`src/lftw_pkg.sv`:
```
// Constants and carrier types for the LIN fault, timeout and wakeup block.
// Assumes a 40 MHz reference clock and byte-wide register access.
package lftw_pkg;
  localparam int CLK_HZ = 40_000_000;
  localparam int FAST_OSC_HZ = 16_000_000;
  localparam int SLOW_OSC_HZ = 128_000;
  // Tick dividers round down, so ticks run fast: the fast tick by a quarter, the slow tick slightly
  localparam int FAST_DIV = CLK_HZ / FAST_OSC_HZ;
  localparam int SLOW_DIV = CLK_HZ / SLOW_OSC_HZ;
  localparam int BREAK_MAX_BITS = 32;
  localparam int BREAK_MAX_CYCLES = 253952;
  localparam logic [15:0] ADDR_INT_FLAGS = 16'hA095;
  localparam logic [15:0] ADDR_INT_EN = 16'hA096;
  localparam logic [15:0] ADDR_TO_CFG = 16'hA0B0;
  localparam logic [15:0] ADDR_TX_TO_LO = 16'hA0B1;
  localparam logic [15:0] ADDR_TX_TO_HI = 16'hA0B2;
  localparam logic [15:0] ADDR_RX_TO_LO = 16'hA0B3;
  localparam logic [15:0] ADDR_RX_TO_HI = 16'hA0B4;
  localparam logic [15:0] ADDR_STUCK_CLR = 16'hA0B5;
  localparam logic [15:0] ADDR_STUCK_ACT = 16'hA0B6;
  localparam logic [15:0] ADDR_STUCK_WKC = 16'hA0B7;
  localparam logic [7:0] RESET_BYTE = 8'h00;
  // Timeout config fields
  localparam int CFG_RX_TO0 = 7;
  localparam int CFG_BRK_EXIT = 6;
  localparam int CFG_RX_WAKE = 5;
  localparam int CFG_TX_WAKE = 4;
  localparam int CFG_RX_FLAG = 3;
  localparam int CFG_TX_FLAG = 2;
  localparam int CFG_RX_IEN = 1;
  localparam int CFG_TX_IEN = 0;
  // Stuck/wakeup config fields
  localparam int WKC_STUCK_FLAG = 7;
  localparam int WKC_BUS_FLAG = 6;
  localparam int WKC_STUCK_EN = 5;
  localparam int WKC_BUS_EN = 4;
  // Interrupt flag / enable register fields
  localparam int INT_BIT_MISMATCH_FLAG = 6;
  localparam int INT_TX_ABORT = 5;
  localparam int INT_RX_ABORT = 4;
  localparam int INT_LINE = 5;
  localparam int EN_BIT_MISMATCH_FLAG = 6;
  localparam int EN_RESYNC = 5;
  localparam int EN_POL_SYNC = 4;

  typedef struct packed {
    logic autosync;
    logic break_sent;
    logic sync_recv;
    logic frame_ovf;
  } lftw_evt_type;

  typedef struct packed {
    logic autosync;
    logic break_sent;
    logic sync_recv;
    logic frame_ovf;
    logic bit_mismatch_flag;
    logic fault;
    logic wake;
  } lftw_irq_type;
endpackage

```
`src/lftw_core.sv`:
```
// LIN fault supervision: dominant timeouts, bus-stuck and wakeup filter,
// bit-error abort, resync acceptance and interrupt gating.
// Assumes neighbours supply events, measurements and the TX bit stream.
// How it works
// - Resync needs break under 32 bits, 253952 cycles
// - New rate within fifty percent of current
// - Sync-valid status updated in resync mode
// - Polarity bit inverts transmit output
// - Four event interrupts gated by enables
// - Receive timeout is seventeen split bits
// - Receive fault exits break when enabled
// - Receive fault flag set, software clears
// - Transmit fault flag set, software clears
// - Transmit timeout value plus one fast ticks
// - Receive timeout value plus one fast ticks
// - Timeout faults may wake device
// - Stuck clear/active widths plus one slow ticks
// - Stuck condition flag, wakeup when enabled
// - Readback mismatch sets bit-error flag
// - Bit error with abort enable stops transmit
`timescale 1ns/100ps
`default_nettype none
module lftw_core
  import lftw_pkg::*;
(
  // Clock and reset
  input wire logic ref_clk,
  input wire logic rst_n,
  // Register port
  input wire logic [15:0] reg_addr,
  input wire logic [7:0] reg_wdata,
  input wire logic reg_wr,
  input wire logic reg_rd,
  output logic [7:0] reg_rdata,
  // Line
  input wire logic tx_data_in,
  input wire logic tx_active,
  input wire logic bit_sample,
  input wire logic rx_pin,
  output logic tx_pin,
  // Neighbour events and measurements
  input wire lftw_evt_type evt,
  input wire logic meas_valid,
  input wire logic [15:0] meas_rate,
  input wire logic [15:0] cur_rate,
  input wire logic [7:0] break_bits,
  input wire logic [17:0] break_cycles,
  // Results
  output logic rate_accept,
  output logic break_exit,
  output logic tx_abort,
  output logic rx_abort,
  output logic wake_req,
  output lftw_irq_type irq
);
  logic [7:0] cfg, tx_lo, tx_hi, rx_lo, rx_hi, clr_w, act_w, wkc, inten;
  logic [7:0] intf, next_intf;
  logic [7:0] next_cfg, next_tx_lo, next_tx_hi, next_rx_lo, next_rx_hi;
  logic [7:0] next_clr_w, next_act_w, next_wkc, next_inten, next_rdata;
  logic next_tx_pin, next_accept, next_brk, next_txab, next_rxab, next_wake;
  logic sync_valid, next_sync_valid, pol, next_pol;
  lftw_irq_type next_irq;
  logic [1:0] fdiv, next_fdiv;
  logic [8:0] sdiv, next_sdiv;
  logic fast_tick, slow_tick;
  logic [15:0] tx_cnt, next_tx_cnt, tx_to;
  logic [16:0] rx_cnt, next_rx_cnt, rx_to;
  logic tx_fired, next_tx_fired, rx_fired, next_rx_fired;
  logic [7:0] st_cnt, next_st_cnt;
  logic stuck, next_stuck, rx_prev;
  logic [4:0] wk_cnt, next_wk_cnt;
  logic tx_fault_evt, rx_fault_evt, stuck_evt, wake_evt, bit_mismatch_flag_evt;
  logic rate_ok;
  logic [17:0] m3, c2, m1;

  assign tx_to = {tx_hi, tx_lo};
  assign rx_to = {rx_hi, rx_lo, cfg[CFG_RX_TO0]};

  // Resync acceptance, divisor form of the rate window
  always_comb
  begin
    m3 = 18'(meas_rate) * 18'h0_0003;
    c2 = {1'b0, cur_rate, 1'b0};
    m1 = 18'(meas_rate);
    rate_ok = (break_bits < 8'(BREAK_MAX_BITS))
      && (break_cycles < 18'(BREAK_MAX_CYCLES))
      && (m3 >= c2) && (m1 <= c2);
  end

  // Oscillator tick dividers and fault timers
  always_comb
  begin
    next_fdiv = fdiv + 2'h1;
    fast_tick = (fdiv == 2'(FAST_DIV - 1));
    if (fast_tick)
      next_fdiv = 2'h0;
    next_sdiv = sdiv + 9'h001;
    slow_tick = (sdiv == 9'(SLOW_DIV - 1));
    if (slow_tick)
      next_sdiv = 9'h000;
    tx_fault_evt = 1'b0;
    rx_fault_evt = 1'b0;
    stuck_evt = 1'b0;
    wake_evt = 1'b0;
    next_tx_cnt = tx_cnt;
    next_tx_fired = tx_fired;
    next_rx_cnt = rx_cnt;
    next_rx_fired = rx_fired;
    next_st_cnt = st_cnt;
    next_stuck = stuck;
    next_wk_cnt = wk_cnt;
    if (tx_pin)
    begin
      next_tx_cnt = 16'h0000;
      next_tx_fired = 1'b0;
    end
    else if (fast_tick && !tx_fired)
    begin
      if (tx_cnt == tx_to)
      begin
        tx_fault_evt = 1'b1;
        next_tx_fired = 1'b1;
      end
      else
        next_tx_cnt = tx_cnt + 16'h0001;
    end
    if (rx_pin)
    begin
      next_rx_cnt = 17'h0_0000;
      next_rx_fired = 1'b0;
    end
    else if (fast_tick && !rx_fired)
    begin
      if (rx_cnt == rx_to)
      begin
        rx_fault_evt = 1'b1;
        next_rx_fired = 1'b1;
      end
      else
        next_rx_cnt = rx_cnt + 17'h0_0001;
    end
    // Stuck: dominant for active width, then recessive for clear width
    if (rx_pin == stuck)
    begin
      if (slow_tick)
      begin
        if (st_cnt == (stuck ? clr_w : act_w))
        begin
          next_stuck = !stuck;
          stuck_evt = !stuck;
          next_st_cnt = 8'h00;
        end
        else
          next_st_cnt = st_cnt + 8'h01;
      end
    end
    else
      next_st_cnt = 8'h00;
    // Wake filter saturates at sixteen ticks
    if (!rx_pin)
    begin
      if (slow_tick && wk_cnt != 5'h10)
        next_wk_cnt = wk_cnt + 5'h01;
    end
    else
    begin
      next_wk_cnt = 5'h00;
      if (!rx_prev && !stuck && wk_cnt > {1'b0, wkc[3:0]})
        wake_evt = 1'b1;
    end
  end

  always_ff @(posedge ref_clk or negedge rst_n)
  begin
    if (!rst_n)
    begin
      fdiv <= 2'h0;
      sdiv <= 9'h000;
      tx_cnt <= 16'h0000;
      rx_cnt <= 17'h0_0000;
      tx_fired <= 1'b0;
      rx_fired <= 1'b0;
      st_cnt <= 8'h00;
      stuck <= 1'b0;
      wk_cnt <= 5'h00;
      rx_prev <= 1'b1;
    end
    else
    begin
      fdiv <= next_fdiv;
      sdiv <= next_sdiv;
      tx_cnt <= next_tx_cnt;
      rx_cnt <= next_rx_cnt;
      tx_fired <= next_tx_fired;
      rx_fired <= next_rx_fired;
      st_cnt <= next_st_cnt;
      stuck <= next_stuck;
      wk_cnt <= next_wk_cnt;
      rx_prev <= rx_pin;
    end
  end

  assign bit_mismatch_flag_evt = bit_sample && tx_active && (rx_pin != tx_pin);

  // Registers, flags and outputs; hardware set beats software clear
  always_comb
  begin
    next_cfg = cfg;
    next_tx_lo = tx_lo;
    next_tx_hi = tx_hi;
    next_rx_lo = rx_lo;
    next_rx_hi = rx_hi;
    next_clr_w = clr_w;
    next_act_w = act_w;
    next_wkc = wkc;
    next_inten = inten;
    next_intf = intf;
    next_pol = pol;
    if (reg_wr)
    begin
      case (reg_addr)
        ADDR_TO_CFG:
        begin
          next_cfg = reg_wdata;
          next_cfg[CFG_RX_FLAG] = cfg[CFG_RX_FLAG] & reg_wdata[CFG_RX_FLAG];
          next_cfg[CFG_TX_FLAG] = cfg[CFG_TX_FLAG] & reg_wdata[CFG_TX_FLAG];
        end
        ADDR_TX_TO_LO: next_tx_lo = reg_wdata;
        ADDR_TX_TO_HI: next_tx_hi = reg_wdata;
        ADDR_RX_TO_LO: next_rx_lo = reg_wdata;
        ADDR_RX_TO_HI: next_rx_hi = reg_wdata;
        ADDR_STUCK_CLR: next_clr_w = reg_wdata;
        ADDR_STUCK_ACT: next_act_w = reg_wdata;
        ADDR_STUCK_WKC:
        begin
          next_wkc = reg_wdata;
          next_wkc[7:6] = wkc[7:6] & reg_wdata[7:6];
        end
        ADDR_INT_EN:
        begin
          next_inten = reg_wdata;
          next_pol = reg_wdata[EN_POL_SYNC];
        end
        ADDR_INT_FLAGS:
        begin
          next_intf[INT_TX_ABORT] = reg_wdata[INT_TX_ABORT];
          next_intf[INT_RX_ABORT] = reg_wdata[INT_RX_ABORT];
          next_intf[INT_BIT_MISMATCH_FLAG] = intf[INT_BIT_MISMATCH_FLAG] & ~reg_wdata[INT_BIT_MISMATCH_FLAG];
          next_intf[3:0] = intf[3:0] & ~reg_wdata[3:0];
        end
        default: ;
      endcase
    end
    next_cfg[CFG_RX_FLAG] = next_cfg[CFG_RX_FLAG] | rx_fault_evt;
    next_cfg[CFG_TX_FLAG] = next_cfg[CFG_TX_FLAG] | tx_fault_evt;
    next_wkc[WKC_STUCK_FLAG] = next_wkc[WKC_STUCK_FLAG] | stuck_evt;
    next_wkc[WKC_BUS_FLAG] = next_wkc[WKC_BUS_FLAG] | wake_evt;
    next_intf[INT_BIT_MISMATCH_FLAG] = next_intf[INT_BIT_MISMATCH_FLAG] | bit_mismatch_flag_evt;
    next_intf[3:0] = next_intf[3:0] | evt;
    next_intf[7] = 1'b0;
    next_tx_pin = tx_data_in ^ pol;
    next_accept = meas_valid && inten[EN_RESYNC] && rate_ok;
    next_sync_valid = sync_valid;
    if (meas_valid && inten[EN_RESYNC])
      next_sync_valid = rate_ok;
    next_brk = rx_fault_evt && cfg[CFG_BRK_EXIT];
    next_txab = bit_mismatch_flag_evt && intf[INT_TX_ABORT];
    next_rxab = bit_mismatch_flag_evt && intf[INT_RX_ABORT];
    next_irq.autosync = intf[3] && inten[3];
    next_irq.break_sent = intf[2] && inten[2];
    next_irq.sync_recv = intf[1] && inten[1];
    next_irq.frame_ovf = intf[0] && inten[0];
    next_irq.bit_mismatch_flag = intf[INT_BIT_MISMATCH_FLAG] && inten[EN_BIT_MISMATCH_FLAG];
    next_irq.fault = (cfg[CFG_RX_FLAG] && cfg[CFG_RX_IEN])
      || (cfg[CFG_TX_FLAG] && cfg[CFG_TX_IEN]);
    next_irq.wake = (wkc[WKC_STUCK_FLAG] && wkc[WKC_STUCK_EN])
      || (wkc[WKC_BUS_FLAG] && wkc[WKC_BUS_EN]);
    next_wake = next_irq.wake
      || (rx_fault_evt && cfg[CFG_RX_WAKE])
      || (tx_fault_evt && cfg[CFG_TX_WAKE]);
    next_rdata = 8'h00;
    if (reg_rd)
    begin
      case (reg_addr)
        ADDR_TO_CFG: next_rdata = cfg;
        ADDR_TX_TO_LO: next_rdata = tx_lo;
        ADDR_TX_TO_HI: next_rdata = tx_hi;
        ADDR_RX_TO_LO: next_rdata = rx_lo;
        ADDR_RX_TO_HI: next_rdata = rx_hi;
        ADDR_STUCK_CLR: next_rdata = clr_w;
        ADDR_STUCK_ACT: next_rdata = act_w;
        ADDR_STUCK_WKC: next_rdata = wkc;
        ADDR_INT_EN:
        begin
          next_rdata = {1'b0, inten[6:0]};
          next_rdata[EN_POL_SYNC] = sync_valid;
        end
        ADDR_INT_FLAGS:
        begin
          next_rdata = {2'b00, rx_pin, 1'b0, intf[3:0]};
          next_rdata[INT_BIT_MISMATCH_FLAG] = intf[INT_BIT_MISMATCH_FLAG];
        end
        default: next_rdata = 8'h00;
      endcase
    end
  end

  always_ff @(posedge ref_clk or negedge rst_n)
  begin
    if (!rst_n)
    begin
      cfg <= RESET_BYTE;
      tx_lo <= RESET_BYTE;
      tx_hi <= RESET_BYTE;
      rx_lo <= RESET_BYTE;
      rx_hi <= RESET_BYTE;
      clr_w <= RESET_BYTE;
      act_w <= RESET_BYTE;
      wkc <= RESET_BYTE;
      inten <= RESET_BYTE;
      intf <= RESET_BYTE;
      pol <= 1'b0;
      sync_valid <= 1'b0;
      reg_rdata <= 8'h00;
      tx_pin <= 1'b1;
      rate_accept <= 1'b0;
      break_exit <= 1'b0;
      tx_abort <= 1'b0;
      rx_abort <= 1'b0;
      wake_req <= 1'b0;
      irq <= '0;
    end
    else
    begin
      cfg <= next_cfg;
      tx_lo <= next_tx_lo;
      tx_hi <= next_tx_hi;
      rx_lo <= next_rx_lo;
      rx_hi <= next_rx_hi;
      clr_w <= next_clr_w;
      act_w <= next_act_w;
      wkc <= next_wkc;
      inten <= next_inten;
      intf <= next_intf;
      pol <= next_pol;
      sync_valid <= next_sync_valid;
      reg_rdata <= next_rdata;
      tx_pin <= next_tx_pin;
      rate_accept <= next_accept;
      break_exit <= next_brk;
      tx_abort <= next_txab;
      rx_abort <= next_rxab;
      wake_req <= next_wake;
      irq <= next_irq;
    end
  end

  // Independent tick count so the timeout check is not self-referential
  logic [16:0] chk_tx_ticks, next_chk_tx_ticks;

  always_comb
  begin
    next_chk_tx_ticks = chk_tx_ticks;
    if (tx_pin)
      next_chk_tx_ticks = 17'h0_0000;
    else if (fast_tick && chk_tx_ticks != 17'h1_FFFF)
      next_chk_tx_ticks = chk_tx_ticks + 17'h0_0001;
  end

  always_ff @(posedge ref_clk or negedge rst_n)
  begin
    if (!rst_n)
      chk_tx_ticks <= 17'h0_0000;
    else
      chk_tx_ticks <= next_chk_tx_ticks;
  end
endmodule
`default_nettype wire

```
`config.mk`:
```
export PLATFORM = sky130hd
export DESIGN_NAME = lftw_core
export DESIGN_NICKNAME = d
export VERILOG_FILES = /design/src/lftw_pkg.sv /design/src/lftw_core.sv
export SDC_FILE = /design/constraint.sdc
export NUM_CORES = 1
export LEC_CHECK = 0
export BUFFER_PORTS_ARGS = -buffer_cell sky130_fd_sc_hd__buf_2
export CORE_UTILIZATION = 50
export DETAILED_ROUTE_END_ITERATION = 10
export GPL_TIMING_DRIVEN = 1
export PLACE_DENSITY = 0.77
export SLEW_MARGIN = 20
export SYNTH_ARGS = -nofsm -noshare
export SYNTH_HDL_FRONTEND = slang
export SYNTH_SLANG_ARGS = --single-unit
```
`constraint.sdc`:
```
create_clock -name ref_clk -period 6.3 [get_ports ref_clk]
set_input_delay 1.26 -clock ref_clk [delete_from_list [all_inputs] [get_ports ref_clk]]
set_output_delay 1.26 -clock ref_clk [all_outputs]
set_load 0.005 [all_outputs]
```
# == Yosys cells after proc, flatten, opt, wreduce, memory -nomap -nowiden ==
# Cells that the tools add are included.
# classes
addsub,6
multipliers,1
order_cmp,5
n_eq_ne,21
n_mux,39
bitwise,14
reduce_logical,54
# op_table
cell,count
$eq 16x16->1 const B,10
$pmux 8 s10,1
$mux 8,7
$mux 17,3
$mux 16,3
$reduce_and 2->1,14
$logic_and 1x1->1,26
$ge 18x17->1,1
$lt 18x18->1 const B,1
$mul 16x2->18 const B,1
$add 17x1->17 const B,1
$eq 17x17->1,1
$le 16x17->1,1
$mux 1,17
$add 16x1->16 const B,1
$eq 16x16->1,1
$mux 7,2
$mux 5,2
$reduce_bool 2->1,5
$add 9x1->9 const B,1
$eq 9x9->1 const B,1
$mux 9,1
$add 8x1->8 const B,1
$eq 8x8->1,1
other kinds (22),37
# totals
register_bits,162
inputBits,95
out_inout_bits,21
elab_cells,179

# == Depth between registers and ports, before layout ==
# logic_depth
depth_word,7
mapped_depth,16
ltp_nobuf,16

# == Least setup slack after synthesis ==
# No wires, ideal clock.
# synth_path
kind,input -> register
start,in meas_rate[0]
end,reg sync_valid
setup_ps,132
arrival_time_ps,3783
required_time_ps,6168
path_slack_ps,2385
cell_stages,15
path_cell_list,ha_1 -> inv_1 -> fa_1 -> nor2b_1 -> o31ai_1 -> a21oi_1 -> a21oi_1 -> xnor2_1 -> ha_1 -> a211oi_1 -> nand2_1 -> a2111oi_0 -> nor2_1 -> a21oi_1 -> o211ai_1
# synth_between
elab_chain_len,4
# synth_lines
element,line_no,rtl
from (decl),lftw_core.sv:44,"input wire logic [15:0] meas_rate,"
$mul 16x2->18,lftw_core.sv:82,m3 = 18'(meas_rate) * 18'h0_0003;
$ge 18x17->1,lftw_core.sv:87,&& (m3 >= c2) && (m1 <= c2);
$logic_and 1x1->1,lftw_core.sv:87,
$logic_and 1x1->1 *,lftw_core.sv:87,
to (signal assigned),lftw_core.sv:346,sync_valid <= next_sync_valid;
to (decl),lftw_core.sv:61,"logic sync_valid, next_sync_valid, pol, next_pol;"
# Mark *: on every way between the ends. The rest lies on a longest branch, timed or not.
# A chain may end at the register's enable or synchronous reset.

# == Worst setup path in the final report ==
# Same ends and word-level chain as after synthesis.

==> flow_summary.ini <==
[status]
outcome = complete, no violations

[finish]
drive_gt1_share_pct = 23.3
regMostFlops = rx_cnt
largest_reg_flops = 17
final_cell_count_no_fill = 1278
design_area_sq_um = 11000
reg.largest.list = rx_cnt x17, tx_cnt x16, sdiv x9
nFillCells = 1581
flow.area_growth_from_synthesis_pct = 13.4
nets = 1158

[floorplanning]
die_h_um = 141
core_sq_um = 18800
io_pins = 116
start_util_pct = 51.4
die_area_sq_um = 19900
die_w_um = 141
rows = 50

[power_and_ir_drop]
sw_frac_of_total_pct = 26.5
p_int_uw = 1850
clkPwrFrac_pct = 42.5
combPwrFrac_pct = 14.5
p_leak_uw = 0.00506
power.density_nw_per_um2 = 229
seqPwrFrac_pct = 43.0
p_switching_uw = 666
ir_drop_mv = 0.185
finalPower_uw = 2510

[worst_setup_path]
worst_ep_arrival_time_ns = 4.43
crit_start = meas_rate[0]
rrSetupSlack_ns = 3.72
start_kind = primary input
crit_required_ns = 6.60
cp_max_fo = 4
crit-reg2reg-launch = tx_lo[5]$_DFFE_PN0P_
cp-end-kind = register
criticalPathCategory = primary input to register

[yosys]
synth_seq_cells = 161
syn_inst = 918
yosys.area.top_type = dfrtp_1
yosysSeqAreaShare_pct = 41.7
syn_nets = 1072
synth_area_sq_um = 9680
yosys_most_used_dff = dfrtp_1
syn_avg_cell_area_sq_um = 10.5
synth_edf_count = 0
yosysTopAreaCellShare_pct = 41.1
synth.area.top_cells = dfrtp_1 (41%), mux2_2 (8.6%), ha_1 (7.5%)
synth.distinct_cells = 72
synth_warnings = 0
synth-async-reset-ratio_pct = 100

[cts]
cts_hold_buf = 0
insertion_delay_ns = 0.43
cts_root_buf = clkbuf_16
numClockSinks = 161
h-tree-depth = 4
path_clk_slew_ns = 0.06
numCtsBuffers = 17
post_cts_resized = 0
post_cts_buffers = 0
cts_tree = yes
clock_path_buffers = 2

[timing]
max_freq_mhz = 242
setup_viol = 0
rsz0062_at_grt = false
tightest_slew_ns = 0.988
hold_ws_ns = 0.421
relSlewSlack_pct = 33.6
maxSlewViolCount = 0
finalCritPeriodShare_pct = 65.6
hold_violations = 0
fin_crit_ns = 4.14
finClkSkew_ns = 0.0101
tns_ns = 0

[worst_hold_path]
hp-class = register to register
min_from = fdiv[0]$_DFF_PN0_

[place]
place_congestion = 1.04
placed_cell_area_sq_um = 10400
portBuffers = 97
placed_cells = 1245
dp_hpwl_mm = 17.4

[routing]
initialDrtViolationCount = 747
via_per_inst = 6.02
routedWlPerCell_um = 18.9
via_count = 7690
drtPass1Iterations = 7
drc_errors = 0
drtAntennaViolNets = 0
wl_mm = 24.1

[global_routing]
grt_first_pass_wirelength_mm = 39.3
grtUsageTotal_pct = 25.6
antenna_found_initial = 2
grt_max_degree = 101
grt.overflow.total = 0
grt_pass1_vias = 7701

[job]
max-cap-violations = 0
power by group through the flow:
stage | Combinational, uW | Clock [uW] | Sequential (uW)
2_1_floorplan | 252 | 0 | 1090
3_3_place_gp | 350 | 0 | 1100
3_5_place_dp | 362 | 0 | 1100
4_1_cts | 365 | 1080 | 1080
5_1_grt | 409 | 1120 | 1080
6_report | 364 | 1070 | 1080
stage by stage:
stage,utilization (%),setup WS (ns)
floorplan,-,2.38
global placement,55.0,1.84
detailed placement,55.0,1.75
CTS,58.3,2.19
global route,58.3,1.87
finish,58.3,2.16
synthesized netlist by cell type (5+ instances only):
library cell / number
a211oi_1: 9
a21o_1: 14
a21oi_1: 47
a221oi_1: 9
a222oi_1: 8
a22o_1: 8
a22oi_1: 10
a31oi_1: 9
and2_1: 12
and3_1: 10
buf_1: 8
buf_2: 10
clkbuf_1: 12
dfrtp_1: 159
ha_1: 58
inv_1: 39
mux2_2: 74
mux2_4: 8
mux2i_1: 10
nand2_1: 47
nand2b_1: 9
nand3_1: 28
nand4_1: 27
nor2_1: 57
nor2b_1: 19
nor3_1: 10
nor4_1: 6
o21a_1: 5
o21ai_0: 25
o31ai_1: 6
or3_1: 6
or4_1: 7
xnor2_1: 64
xor2_1: 14
critical path: stages:
cell	delay [ns]
buf_2	0.11
ha_1	0.22
inv_1	0.07
fa_1	0.20
nor2b_1	0.07
o31ai_1	0.41
a21oi_1	0.16
a21oi_1	0.26
xnor2_1	0.17
ha_1	0.30
a211oi_1	0.26
nand2_1	0.11
a2111oi_0	0.37
nor2_1	0.13
a21oi_1	0.22
o211ai_1	0.13
cell families after synthesis:
family | Yosys count | synth area share (%)
xor+xnor | 78 | 7.06
mux | 95 | 11.4
fa+ha+maj | 59 | 7.71
simple gates | 271 | 16.3
buf+inv | 71 | 3.04
flops | 161 | 41.7
compound gates | 183 | 12.9
layout make-up:
cell class | instances | area (sq um) | share of cell area, %
clock buffers | 23 | 478 | 4.35
multi-input cells | 686 | 5350 | 48.8
repair buffers | 99 | 507 | 4.62
inverters | 39 | 146 | 1.33
clock inverters | 9 | 134 | 1.22
flip-flops and latches | 161 | 4030 | 36.7
well taps | 260 | 325 | 2.96
diodes | 1 | 2.50 | 0.0228
layer usage:
layer,global-route usage (%),share of wire (%)
met2,40.6,46
met1,33.8,43
met4,10.8,3.5
met5,0,0.046
met3,5.81,7.1
path summary, 6_finish.rpt:
path / to / cells after the start
min in group asynchronous: rx_cnt[10]$_DFFE_PN0P_ / 1
worst min-delay path: fdiv[1]$_DFF_PN0_ / 1
worst max-delay path: sync_valid$_DFFE_PN0P_ / 16
worst max register to register: tx_cnt[14]$_DFFE_PN0P_ / 6
worst min register to register: fdiv[1]$_DFF_PN0_ / 1
max in group asynchronous: tx_cnt[5]$_DFFE_PN0P_ / 2
placed cells by master, fill, tap and decap left out, drive strengths merged, types with 10 or more instances in the layout:
master  netlist  final
a21o         14     14
a21oi        47     47
a22oi        10     10
and2         12     12
and3         10     10
buf          20     99
clkbuf       12     23
dfrtp       159    159
ha           58     58
inv          39     39
mux2         84     84
mux2i        10     10
nand2        48     48
nand3        29     29
nand4        27     27
nor2         57     57
nor2b        19     19
nor3         13     13
nor4         13     13
o21ai        26     26
xnor2        64     64
xor2         14     14
Power figures use the tool's default switching activity.
